## config.mk

```make
export PLATFORM = sky130hd
export DESIGN_NAME = ground_current_protection
export DESIGN_NICKNAME = d
export VERILOG_FILES = /design/src/design/gnd_prot_pkg.sv /design/src/design/ratio_divider.sv /design/src/design/ground_current_protection.sv
export SDC_FILE = /design/constraint.sdc
export NUM_CORES = 2
export LEC_CHECK = 0
export BUFFER_PORTS_ARGS = -buffer_cell sky130_fd_sc_hd__buf_2
export CAP_MARGIN = 20
export CORE_MARGIN = 5
export CORE_UTILIZATION = 50
export DETAILED_ROUTE_END_ITERATION = 8
export GPL_ROUTABILITY_DRIVEN = 0
export PLACE_DENSITY = 0.72
export SYNTH_ARGS = -nofsm -noshare
export SYNTH_HDL_FRONTEND = slang
export SYNTH_SLANG_ARGS = --single-unit
```

## constraint.sdc

```tcl
create_clock -name clk -period 17.9 [get_ports clk]
set_clock_uncertainty 0.05 [all_clocks]
set_input_delay 0.895 -clock clk [delete_from_list [all_inputs] [get_ports clk]]
set_output_delay 0.895 -clock clk [all_outputs]
set_load 0.01 [all_outputs]
```

## src/design/gnd_prot_pkg.sv

```systemverilog
package gnd_prot_pkg;

	// ==========================================================
	// clock and tick timebase
	localparam int CLK_FREQ_HZ = 125_000_000;
	localparam int TICK_TIME_MS = 10;
	localparam int TICK_CYCLES = CLK_FREQ_HZ / 1000 * TICK_TIME_MS;
	// internal timeout step is 0.1 s, external step is 0.01 s
	localparam int INT_STEP_MS = 100;
	localparam int EXT_STEP_MS = 10;
	localparam logic [15:0] INT_STEP_TICKS = 16'(INT_STEP_MS / TICK_TIME_MS);
	localparam logic [15:0] EXT_STEP_TICKS = 16'(EXT_STEP_MS / TICK_TIME_MS);

	// ==========================================================
	// register offsets (byte addresses, one word each)
	localparam logic [7:0] OFS_CTRL = 8'h00;
	localparam logic [7:0] OFS_FLC_MIN = 8'h04;
	localparam logic [7:0] OFS_INT_TIMEOUT = 8'h08;
	localparam logic [7:0] OFS_INT_FAULT_PCT = 8'h0c;
	localparam logic [7:0] OFS_INT_WARN_PCT = 8'h10;
	localparam logic [7:0] OFS_EXT_TIMEOUT = 8'h14;
	localparam logic [7:0] OFS_EXT_FAULT_LVL = 8'h18;
	localparam logic [7:0] OFS_EXT_WARN_LVL = 8'h1c;
	localparam logic [7:0] OFS_EXT_RATIO = 8'h20;
	localparam logic [7:0] OFS_STATUS = 8'h24;
	localparam logic [7:0] OFS_GND_CURRENT = 8'h28;
	localparam logic [7:0] OFS_GND_RATIO = 8'h2c;
	localparam logic [7:0] OFS_FAULT_COUNT = 8'h30;

	// ==========================================================
	// control field positions
	localparam int CTRL_MODE_EXT = 0;
	localparam int CTRL_FAULT_EN = 1;
	localparam int CTRL_WARN_EN = 2;
	localparam int CTRL_START_SUPP = 3;

	// ==========================================================
	// factory values
	localparam logic [3:0] CTRL_RESET = 4'he;
	localparam logic [15:0] FLC_MIN_RESET = 16'h0064;
	localparam logic [15:0] INT_TIMEOUT_RESET = 16'h000a;
	localparam logic [15:0] INT_PCT_RESET = 16'h0032;
	localparam logic [15:0] EXT_TIMEOUT_RESET = 16'h0032;
	localparam logic [15:0] EXT_LVL_RESET = 16'h0064;
	localparam logic [15:0] EXT_RATIO_RESET = 16'h0000;

	// ==========================================================
	// hysteresis: clear below 95 % of threshold, as 19/20
	localparam logic [39:0] HYST_NUM = 40'h13;
	localparam logic [39:0] HYST_DEN = 40'h14;
	localparam logic [31:0] PCT_SCALE = 32'h64;

	// ==========================================================
	// motor states
	typedef enum logic [1:0] {
		MOTOR_OFF = 2'b00,
		MOTOR_READY = 2'b01,
		MOTOR_START = 2'b10,
		MOTOR_RUN = 2'b11
	} motor_state_t;

endpackage

```

## src/design/ratio_divider.sv

```systemverilog
`timescale 1ns/100ps

// restoring divider, one quotient bit per cycle
module ratio_divider (
	// clock and reset
	input wire logic clk,
	input wire logic rst,
	// request
	input wire logic start,
	input wire logic [31:0] dividend,
	input wire logic [15:0] divisor,
	// answer
	output logic [15:0] quotient,
	output logic done
);

	typedef struct packed {
		logic busy_r;
		logic [5:0] cnt_r;
		logic [16:0] rem_r;
		logic [31:0] quo_r;
		logic [15:0] div_r;
		logic [15:0] result_r;
		logic done_r;
	} div_state_t;

	div_state_t st_r;
	div_state_t st_nxt;

	always_comb begin
		logic [16:0] rem_sh;
		rem_sh = {st_r.rem_r[15:0], st_r.quo_r[31]};
		st_nxt = st_r;
		st_nxt.done_r = 1'b0;
		if (!st_r.busy_r) begin
			// a start while busy is ignored; the caller retries next tick
			if (start) begin
				st_nxt.busy_r = 1'b1;
				st_nxt.cnt_r = 6'h00;
				st_nxt.rem_r = 17'h00000;
				st_nxt.quo_r = dividend;
				st_nxt.div_r = divisor;
			end
		end else begin
			st_nxt.quo_r = {st_r.quo_r[30:0], 1'b0};
			st_nxt.rem_r = rem_sh;
			if (rem_sh >= {1'b0, st_r.div_r}) begin
				st_nxt.rem_r = rem_sh - {1'b0, st_r.div_r};
				st_nxt.quo_r[0] = 1'b1;
			end
			st_nxt.cnt_r = st_r.cnt_r + 6'h01;
			if (st_r.cnt_r == 6'h1f) begin
				st_nxt.busy_r = 1'b0;
				st_nxt.done_r = 1'b1;
				// saturate: zero divisor or oversize quotient reads all ones
				if (st_r.div_r == 16'h0000 || st_nxt.quo_r[31:16] != 16'h0000) begin
					st_nxt.result_r = 16'hffff;
				end else begin
					st_nxt.result_r = st_nxt.quo_r[15:0];
				end
			end
		end
	end

	always_ff @(posedge clk) begin
		if (rst) begin
			st_r <= '0;
		end else begin
			st_r <= st_nxt;
		end
	end

	assign quotient = st_r.result_r;
	assign done = st_r.done_r;

endmodule // ratio_divider

```

## src/design/ground_current_protection.sv

```systemverilog
`timescale 1ns/100ps

// What this block does
// - summed-phase detection runs only when the source selection is internal.
// - only one source, internal or external, is ever active.
// - control holds source, fault, warning, suppress; factory: internal, all enabled.
// - internal warning asserts while three-phase sum exceeds warning threshold.
// - internal fault asserts after sum stays above fault threshold for timeout.
// - internal detection in ready, start, run; suppress option removes start state.
// - warning and fault detection have independent enables.
// - internal timeout counts in 0.1 s steps, factory 1 s.
// - internal thresholds in 1 % of minimum full load current, factory 50 %.
// - ground current also reported as percent of minimum full load current.
// - each condition clears only below 95 % of its threshold.
// - external detection runs only when external selected and ratio configured.
// - with internal selected, external outputs stay deasserted.
// - external warning asserts while transformer current exceeds warning level.
// - external fault asserts after current stays above fault level for timeout.
// - external detection in ready, start, run; suppress option removes start state.
// - external timeout counts in 0.01 s steps, factory 0.5 s.
// - external levels in 0.01 A steps, factory 1 A.
// - one shared counter of ground faults from either source.
// - internal and external detection have separate warning and fault outputs.
module ground_current_protection #(
	parameter int TICK_CYCLES = gnd_prot_pkg::TICK_CYCLES
) (
	// clock and reset
	input wire logic clk,
	input wire logic rst,
	// register port
	input wire logic [7:0] reg_addr,
	input wire logic [31:0] reg_wdata,
	input wire logic reg_wr,
	input wire logic reg_rd,
	output logic [31:0] reg_rdata,
	// measurements, 0.01 A units
	input wire logic [15:0] phase1_current,
	input wire logic [15:0] phase2_current,
	input wire logic [15:0] phase3_current,
	input wire logic [15:0] ext_transformer_current,
	// motor state
	input wire logic [1:0] motor_state,
	// protection outputs
	output logic int_warning,
	output logic int_fault,
	output logic ext_warning,
	output logic ext_fault
);

	// ==========================================================
	// state
	typedef struct packed {
		logic [3:0] ctrl_r;
		logic [15:0] flc_r;
		logic [15:0] int_to_r;
		logic [15:0] int_fpct_r;
		logic [15:0] int_wpct_r;
		logic [15:0] ext_to_r;
		logic [15:0] ext_flvl_r;
		logic [15:0] ext_wlvl_r;
		logic [15:0] ext_ratio_r;
		logic [20:0] tick_cnt_r;
		logic tick_r;
		logic int_warn_r;
		logic int_cond_r;
		logic int_fault_r;
		logic [15:0] int_tmr_r;
		logic ext_warn_r;
		logic ext_cond_r;
		logic ext_fault_r;
		logic [15:0] ext_tmr_r;
		logic [31:0] ground_r;
		logic [15:0] ratio_r;
		logic [15:0] fault_cnt_r;
		logic [31:0] rdata_r;
	} gp_state_t;

	gp_state_t st_r;
	gp_state_t st_nxt;

	// ==========================================================
	// helpers
	// set above threshold, clear only once below 95 % of it
	function automatic logic over_hyst(input logic prev, input logic [31:0] val, input logic [31:0] thr);
		logic [39:0] v20;
		logic [39:0] t19;
		v20 = {8'h00, val} * gnd_prot_pkg::HYST_DEN;
		t19 = {8'h00, thr} * gnd_prot_pkg::HYST_NUM;
		if (prev) begin
			over_hyst = (v20 >= t19);
		end else begin
			over_hyst = (val > thr);
		end
	endfunction

	function automatic logic motor_active(input logic [1:0] ms, input logic supp);
		case (gnd_prot_pkg::motor_state_t'(ms))
			gnd_prot_pkg::MOTOR_READY: motor_active = 1'b1;
			gnd_prot_pkg::MOTOR_START: motor_active = !supp;
			gnd_prot_pkg::MOTOR_RUN: motor_active = 1'b1;
			default: motor_active = 1'b0;
		endcase
	endfunction

	// ==========================================================
	// measurement scaling
	logic [17:0] phase_sum;
	logic [31:0] int_val;
	logic [31:0] int_fthr;
	logic [31:0] int_wthr;
	logic [31:0] ext_val;
	logic [31:0] int_to_ticks;
	logic [31:0] ext_to_ticks;
	logic mode_ext;
	logic int_act;
	logic ext_act;
	logic [31:0] div_dividend;
	logic [15:0] div_quot;
	logic div_done;

	assign phase_sum = {2'b00, phase1_current} + {2'b00, phase2_current} + {2'b00, phase3_current};
	// internal compare is done in (0.01 A x %) so percent thresholds need no division
	assign int_val = {14'h0000, phase_sum} * gnd_prot_pkg::PCT_SCALE;
	assign int_fthr = {16'h0000, st_r.int_fpct_r} * {16'h0000, st_r.flc_r};
	assign int_wthr = {16'h0000, st_r.int_wpct_r} * {16'h0000, st_r.flc_r};
	assign ext_val = {16'h0000, ext_transformer_current} * {16'h0000, st_r.ext_ratio_r};
	assign int_to_ticks = {16'h0000, st_r.int_to_r} * {16'h0000, gnd_prot_pkg::INT_STEP_TICKS};
	assign ext_to_ticks = {16'h0000, st_r.ext_to_r} * {16'h0000, gnd_prot_pkg::EXT_STEP_TICKS};

	assign mode_ext = st_r.ctrl_r[gnd_prot_pkg::CTRL_MODE_EXT];
	// one mode bit selects exactly one source
	assign int_act = !mode_ext && motor_active(motor_state, st_r.ctrl_r[gnd_prot_pkg::CTRL_START_SUPP]);
	assign ext_act = mode_ext && (st_r.ext_ratio_r != 16'h0000) &&
		motor_active(motor_state, st_r.ctrl_r[gnd_prot_pkg::CTRL_START_SUPP]);

	// ratio = ground x 100 / minimum full load current; oversize ground saturates
	assign div_dividend = (st_r.ground_r[31:25] != 7'h00) ? 32'hffffffff :
		{7'h00, st_r.ground_r[24:0]} * gnd_prot_pkg::PCT_SCALE;

	ratio_divider u_div (
		.clk(clk),
		.rst(rst),
		.start(st_r.tick_r),
		.dividend(div_dividend),
		.divisor(st_r.flc_r),
		.quotient(div_quot),
		.done(div_done)
	);

	// ==========================================================
	// next state
	always_comb begin
		logic int_rise;
		logic ext_rise;
		int_rise = 1'b0;
		ext_rise = 1'b0;
		st_nxt = st_r;

		// fixed timebase tick
		st_nxt.tick_r = 1'b0;
		if (st_r.tick_cnt_r == 21'(TICK_CYCLES - 1)) begin
			st_nxt.tick_cnt_r = 21'h000000;
			st_nxt.tick_r = 1'b1;
		end else begin
			st_nxt.tick_cnt_r = st_r.tick_cnt_r + 21'h000001;
		end

		// internal detection
		st_nxt.int_warn_r = int_act && st_r.ctrl_r[gnd_prot_pkg::CTRL_WARN_EN] &&
			over_hyst(st_r.int_warn_r, int_val, int_wthr);
		st_nxt.int_cond_r = int_act && st_r.ctrl_r[gnd_prot_pkg::CTRL_FAULT_EN] &&
			over_hyst(st_r.int_cond_r, int_val, int_fthr);
		if (!st_nxt.int_cond_r) begin
			st_nxt.int_tmr_r = 16'h0000;
		end else if (st_r.tick_r && {16'h0000, st_r.int_tmr_r} < int_to_ticks) begin
			st_nxt.int_tmr_r = st_r.int_tmr_r + 16'h0001;
		end
		st_nxt.int_fault_r = st_nxt.int_cond_r && ({16'h0000, st_r.int_tmr_r} >= int_to_ticks);

		// external detection
		st_nxt.ext_warn_r = ext_act && st_r.ctrl_r[gnd_prot_pkg::CTRL_WARN_EN] &&
			over_hyst(st_r.ext_warn_r, ext_val, {16'h0000, st_r.ext_wlvl_r});
		st_nxt.ext_cond_r = ext_act && st_r.ctrl_r[gnd_prot_pkg::CTRL_FAULT_EN] &&
			over_hyst(st_r.ext_cond_r, ext_val, {16'h0000, st_r.ext_flvl_r});
		if (!st_nxt.ext_cond_r) begin
			st_nxt.ext_tmr_r = 16'h0000;
		end else if (st_r.tick_r && {16'h0000, st_r.ext_tmr_r} < ext_to_ticks) begin
			st_nxt.ext_tmr_r = st_r.ext_tmr_r + 16'h0001;
		end
		st_nxt.ext_fault_r = st_nxt.ext_cond_r && ({16'h0000, st_r.ext_tmr_r} >= ext_to_ticks);

		// shared fault statistic, saturating
		int_rise = st_nxt.int_fault_r && !st_r.int_fault_r;
		ext_rise = st_nxt.ext_fault_r && !st_r.ext_fault_r;
		if ((int_rise || ext_rise) && st_r.fault_cnt_r != 16'hffff) begin
			st_nxt.fault_cnt_r = st_r.fault_cnt_r + 16'h0001;
		end

		// measurements reported
		st_nxt.ground_r = mode_ext ? ext_val : {14'h0000, phase_sum};
		if (div_done) begin
			st_nxt.ratio_r = div_quot;
		end

		// register writes
		if (reg_wr) begin
			case (reg_addr)
				gnd_prot_pkg::OFS_CTRL: st_nxt.ctrl_r = reg_wdata[3:0];
				gnd_prot_pkg::OFS_FLC_MIN: st_nxt.flc_r = reg_wdata[15:0];
				gnd_prot_pkg::OFS_INT_TIMEOUT: st_nxt.int_to_r = reg_wdata[15:0];
				gnd_prot_pkg::OFS_INT_FAULT_PCT: st_nxt.int_fpct_r = reg_wdata[15:0];
				gnd_prot_pkg::OFS_INT_WARN_PCT: st_nxt.int_wpct_r = reg_wdata[15:0];
				gnd_prot_pkg::OFS_EXT_TIMEOUT: st_nxt.ext_to_r = reg_wdata[15:0];
				gnd_prot_pkg::OFS_EXT_FAULT_LVL: st_nxt.ext_flvl_r = reg_wdata[15:0];
				gnd_prot_pkg::OFS_EXT_WARN_LVL: st_nxt.ext_wlvl_r = reg_wdata[15:0];
				gnd_prot_pkg::OFS_EXT_RATIO: st_nxt.ext_ratio_r = reg_wdata[15:0];
				default: begin
				end
			endcase
		end

		// register reads: data stands one cycle only, unmapped reads zero
		st_nxt.rdata_r = 32'h00000000;
		if (reg_rd) begin
			case (reg_addr)
				gnd_prot_pkg::OFS_CTRL: st_nxt.rdata_r = {28'h0000000, st_r.ctrl_r};
				gnd_prot_pkg::OFS_FLC_MIN: st_nxt.rdata_r = {16'h0000, st_r.flc_r};
				gnd_prot_pkg::OFS_INT_TIMEOUT: st_nxt.rdata_r = {16'h0000, st_r.int_to_r};
				gnd_prot_pkg::OFS_INT_FAULT_PCT: st_nxt.rdata_r = {16'h0000, st_r.int_fpct_r};
				gnd_prot_pkg::OFS_INT_WARN_PCT: st_nxt.rdata_r = {16'h0000, st_r.int_wpct_r};
				gnd_prot_pkg::OFS_EXT_TIMEOUT: st_nxt.rdata_r = {16'h0000, st_r.ext_to_r};
				gnd_prot_pkg::OFS_EXT_FAULT_LVL: st_nxt.rdata_r = {16'h0000, st_r.ext_flvl_r};
				gnd_prot_pkg::OFS_EXT_WARN_LVL: st_nxt.rdata_r = {16'h0000, st_r.ext_wlvl_r};
				gnd_prot_pkg::OFS_EXT_RATIO: st_nxt.rdata_r = {16'h0000, st_r.ext_ratio_r};
				gnd_prot_pkg::OFS_STATUS: st_nxt.rdata_r = {26'h0000000, ext_act, int_act,
					st_r.ext_fault_r, st_r.ext_warn_r, st_r.int_fault_r, st_r.int_warn_r};
				gnd_prot_pkg::OFS_GND_CURRENT: st_nxt.rdata_r = st_r.ground_r;
				gnd_prot_pkg::OFS_GND_RATIO: st_nxt.rdata_r = {16'h0000, st_r.ratio_r};
				gnd_prot_pkg::OFS_FAULT_COUNT: st_nxt.rdata_r = {16'h0000, st_r.fault_cnt_r};
				default: st_nxt.rdata_r = 32'h00000000;
			endcase
		end
	end

	// ==========================================================
	// registers
	always_ff @(posedge clk) begin
		if (rst) begin
			st_r <= '0;
			st_r.ctrl_r <= gnd_prot_pkg::CTRL_RESET;
			st_r.flc_r <= gnd_prot_pkg::FLC_MIN_RESET;
			st_r.int_to_r <= gnd_prot_pkg::INT_TIMEOUT_RESET;
			st_r.int_fpct_r <= gnd_prot_pkg::INT_PCT_RESET;
			st_r.int_wpct_r <= gnd_prot_pkg::INT_PCT_RESET;
			st_r.ext_to_r <= gnd_prot_pkg::EXT_TIMEOUT_RESET;
			st_r.ext_flvl_r <= gnd_prot_pkg::EXT_LVL_RESET;
			st_r.ext_wlvl_r <= gnd_prot_pkg::EXT_LVL_RESET;
			st_r.ext_ratio_r <= gnd_prot_pkg::EXT_RATIO_RESET;
		end else begin
			st_r <= st_nxt;
		end
	end

	// separate flags per source
	assign int_warning = st_r.int_warn_r;
	assign int_fault = st_r.int_fault_r;
	assign ext_warning = st_r.ext_warn_r;
	assign ext_fault = st_r.ext_fault_r;
	assign reg_rdata = st_r.rdata_r;
endmodule // ground_current_protection

```

==> flow_summary_export.csv <==
group,metric,value,unit
cts,clk_pin_slew,0.06,ns
cts,clockBufferDepth,3,
critical_path,rrSetupSlack,4.11,ns
sta,timing.fmax,0.0725,GHz
sta,rsz0062_at_grt,"no",
critical_path,critical_path.startpoint,"st_r[238]",
floorplan,die_area,135000,um^2
critical_path,rr_startpoint,"st_r[238]",
synth,synthTopCellsByCount,"inv_1, ha_1, nand2_1",
cts,htree_num_levels,2,
synth,synth_most_common_cell,"inv_1",
placed_design,dp.cells,9319,
synth,synth_top_area_share,22.4,%
grt,grt_pass1_wl,286,mm
cells_and_area,fin_cells,9408,
cts,ctsHoldBuffers,0,
sta,fin_crit_sh,77.0,%
synth,synth_flop_cell,"dfxtp_1",
synth,synth-edff-count,0,
critical_path,max_stage_delay,0.91,ns
drt,wl_per_cell,19.0,um
synth,synth_nets,9660,
sta,fin_ws,4.11,ns
cts,cts_resized,0,
sta,hold_viol_final,0,
critical_path,crit_type,"flip-flop to flip-flop",
drt,vias,54022,
cts,clk_latency,0.62,ns
critical_path,crit_top_cell,"fa_1",
drt,drt_iter0_drc,4718,
grt,grt-ovfl-total,0,
synth,synth_cell_types,91,
drt,ant_nets,0,
grt,first_global_vias,53490,
synth,async_flop_share,0,%
synth,synth_area_per_cell,8.18,um^2
synth,synth_seq_area_share,11.8,%
drt,drt-total-wl,179,mm
sta,setup_tns,0,ns
synth,synth_area,63900,um^2
sta,drv_slew,0,
job,cap_violations,0,
critical_path,cp.required,18.32,ns
sta,tightest_slew,1.19,ns
floorplan,die_h,368,um
floorplan,core_area,127000,um^2
cells_and_area,fin_nets,9554,
drt,viasPerCell,5.74,
synth,yosysTopAreaCell,"fa_1",
cts,cts_tree,"built",
critical_path,crit_path_start_kind,"flip-flop",
synth,ys_warn_count,0,
cts,clock-root-buffer,"clkbuf_16",
floorplan,ios,146,
floorplan,die_w,368,um
floorplan,num_rows,131,
status,outcome,"completed",
sta,period_needed,13.79,ns
critical_path,r2r_end,"st_r[47]",
cts,cts_setup_buffers,0,
drt,drc_errors,0,
synth,syn_inst,7811,
synth,ys_ff_latch,376,
grt,grt_usage,26.1,%
placed_design,io_buffers,129,
critical_path,crit_path_max_fanout,18,
critical_path,r2r_cells,43,
critical_path,critPathCapture,"st_r[47]",
critical_path,critPathArrivalTime,14.21,ns
sta,report.final.setup_viol,0,
critical_path,critPathSlowestCell,"dfxtp_1",
floorplan,start_util,50.2,%
synth,synthTopCellsByArea,"fa_1, ha_1, dfxtp_1",
placed_design,hpwl,144,mm
grt,antenna_found_initial,17,
sta,maxSlewHeadroom,20.9,%
drt,dr.pass1.iters,9,
worst_hold_path,hold_path_class,"flip-flop to flip-flop",
grt,grt_max_degree,104,
cells_and_area,drive_gt1_share,4.17,%
cells_and_area,syn2layout_area_growth,5.21,%
critical_path,critPathCaptureType,"flip-flop",
cts,cts.sink_count,376,
cts,cts_made_buffers,43,
placed_design,post-place-ws,4.37,ns
## metal layers
| metal | vias to the layer above | track usage (%) | part of all wire [%] |
|---|---|---|---|
| li1 | 25225 | - | - |
| met3 | 419 | 6.26 | 9.9 |
| met4 | 14 | 9.09 | 3.8 |
| met2 | 2202 | 41.2 | 44 |
| met5 | - | 0 | 0.078 |
| met1 | 26162 | 35.0 | 42 |
## cell usage in the layout, fill, tap and decap left out, types with 43 or more instances in the layout
cell / Yosys / final
nor3_1: 106 / 106
buf_2: 2 / 128
nor2b_1: 73 / 73
a21oi_1: 462 / 462
xor2_1: 106 / 106
xnor2_1: 206 / 206
and2_1: 343 / 343
o21ai_0: 216 / 215
clkbuf_16: 0 / 43
dfxtp_1: 376 / 375
buf_4: 43 / 67
nor2_1: 344 / 344
nand3_1: 90 / 90
a21o_1: 142 / 142
inv_1: 1377 / 1377
nand2b_1: 73 / 73
and3_1: 51 / 51
fa_1: 716 / 716
nand2_1: 1002 / 1002
o21a_1: 51 / 51
ha_1: 1023 / 1023
nand4_1: 82 / 82
## state kept, by name (all words and copies together), names as in the netlist
signal and flops:
ext_fault 1, ext_warning 1, int_fault 1, int_warning 1, mode_ext 1, reg_rdata 32
st_r 251, u_div.done 1, u_div.quotient 16, u_div.st_r 71
## worst min path at each step
stage                               from              to  slack, ns  depth (start not counted)
after floorplan                st_r[135]       st_r[135]       0.38                          1
after global placement         st_r[135]       st_r[135]       0.39                          1
after detailed placement        st_r[95]   reg_rdata[31]       0.40                          1
after CTS                 u_div.st_r[61]  u_div.st_r[62]       0.40                          2
after global routing      u_div.st_r[61]  u_div.st_r[62]       0.41                          2
final                     u_div.st_r[61]  u_div.st_r[62]       0.39                          2
## layout make-up
class                      instances  area, um^2
tap                             1662        2080
clock buffer                      57        1200
multi-input combinational       5709       49800
clock inverter                    22         314
fill                           11700       60100
sequential                       376        7530
timing repair buffer             197        1180
inverter                        1378        5170
antenna                            7        17.5
## through the flow
step / cell area [um^2] / hold slack, ns / util, %
2_1_floorplan: 63900 / 0.376 / -
3_3_place_gp: 65700 / 0.391 / 51.6
3_5_place_dp: 65700 / 0.396 / 51.6
4_1_cts: 67200 / 0.399 / 52.8
5_1_grt: 67200 / 0.415 / 52.8
6_report: 67300 / 0.390 / 52.8
## logic make-up (layout without fill, tap and decap cells)
family                   after synthesis  in the layout  synth area share, %
adder cells (fa/ha/maj)             1740           1740                 42.5
multiplexers                          51             51                0.822
XOR/XNOR                             313            313                 4.31
other                                  0              7                    0
AND/OR/NAND/NOR                     2330           2330                 17.4
AO/OA/AOI/OAI                       1275           1275                 12.8
flip-flops                           376            376                 11.8
buffers and inverters               1726           1654                 10.4
## critical path, delay by kind of cell, from the launching register on
family	cells	cell delay, ns
fa+ha+maj	11	4.73
simple gates	13	4.00
compound gates	13	2.55
flops	1	0.91
xor+xnor	2	0.79
mux	1	0.37
buf+inv	3	0.20
Power is not shown: default switching activity piles up to over one toggle a cycle in this logic, so the estimate is an artifact.
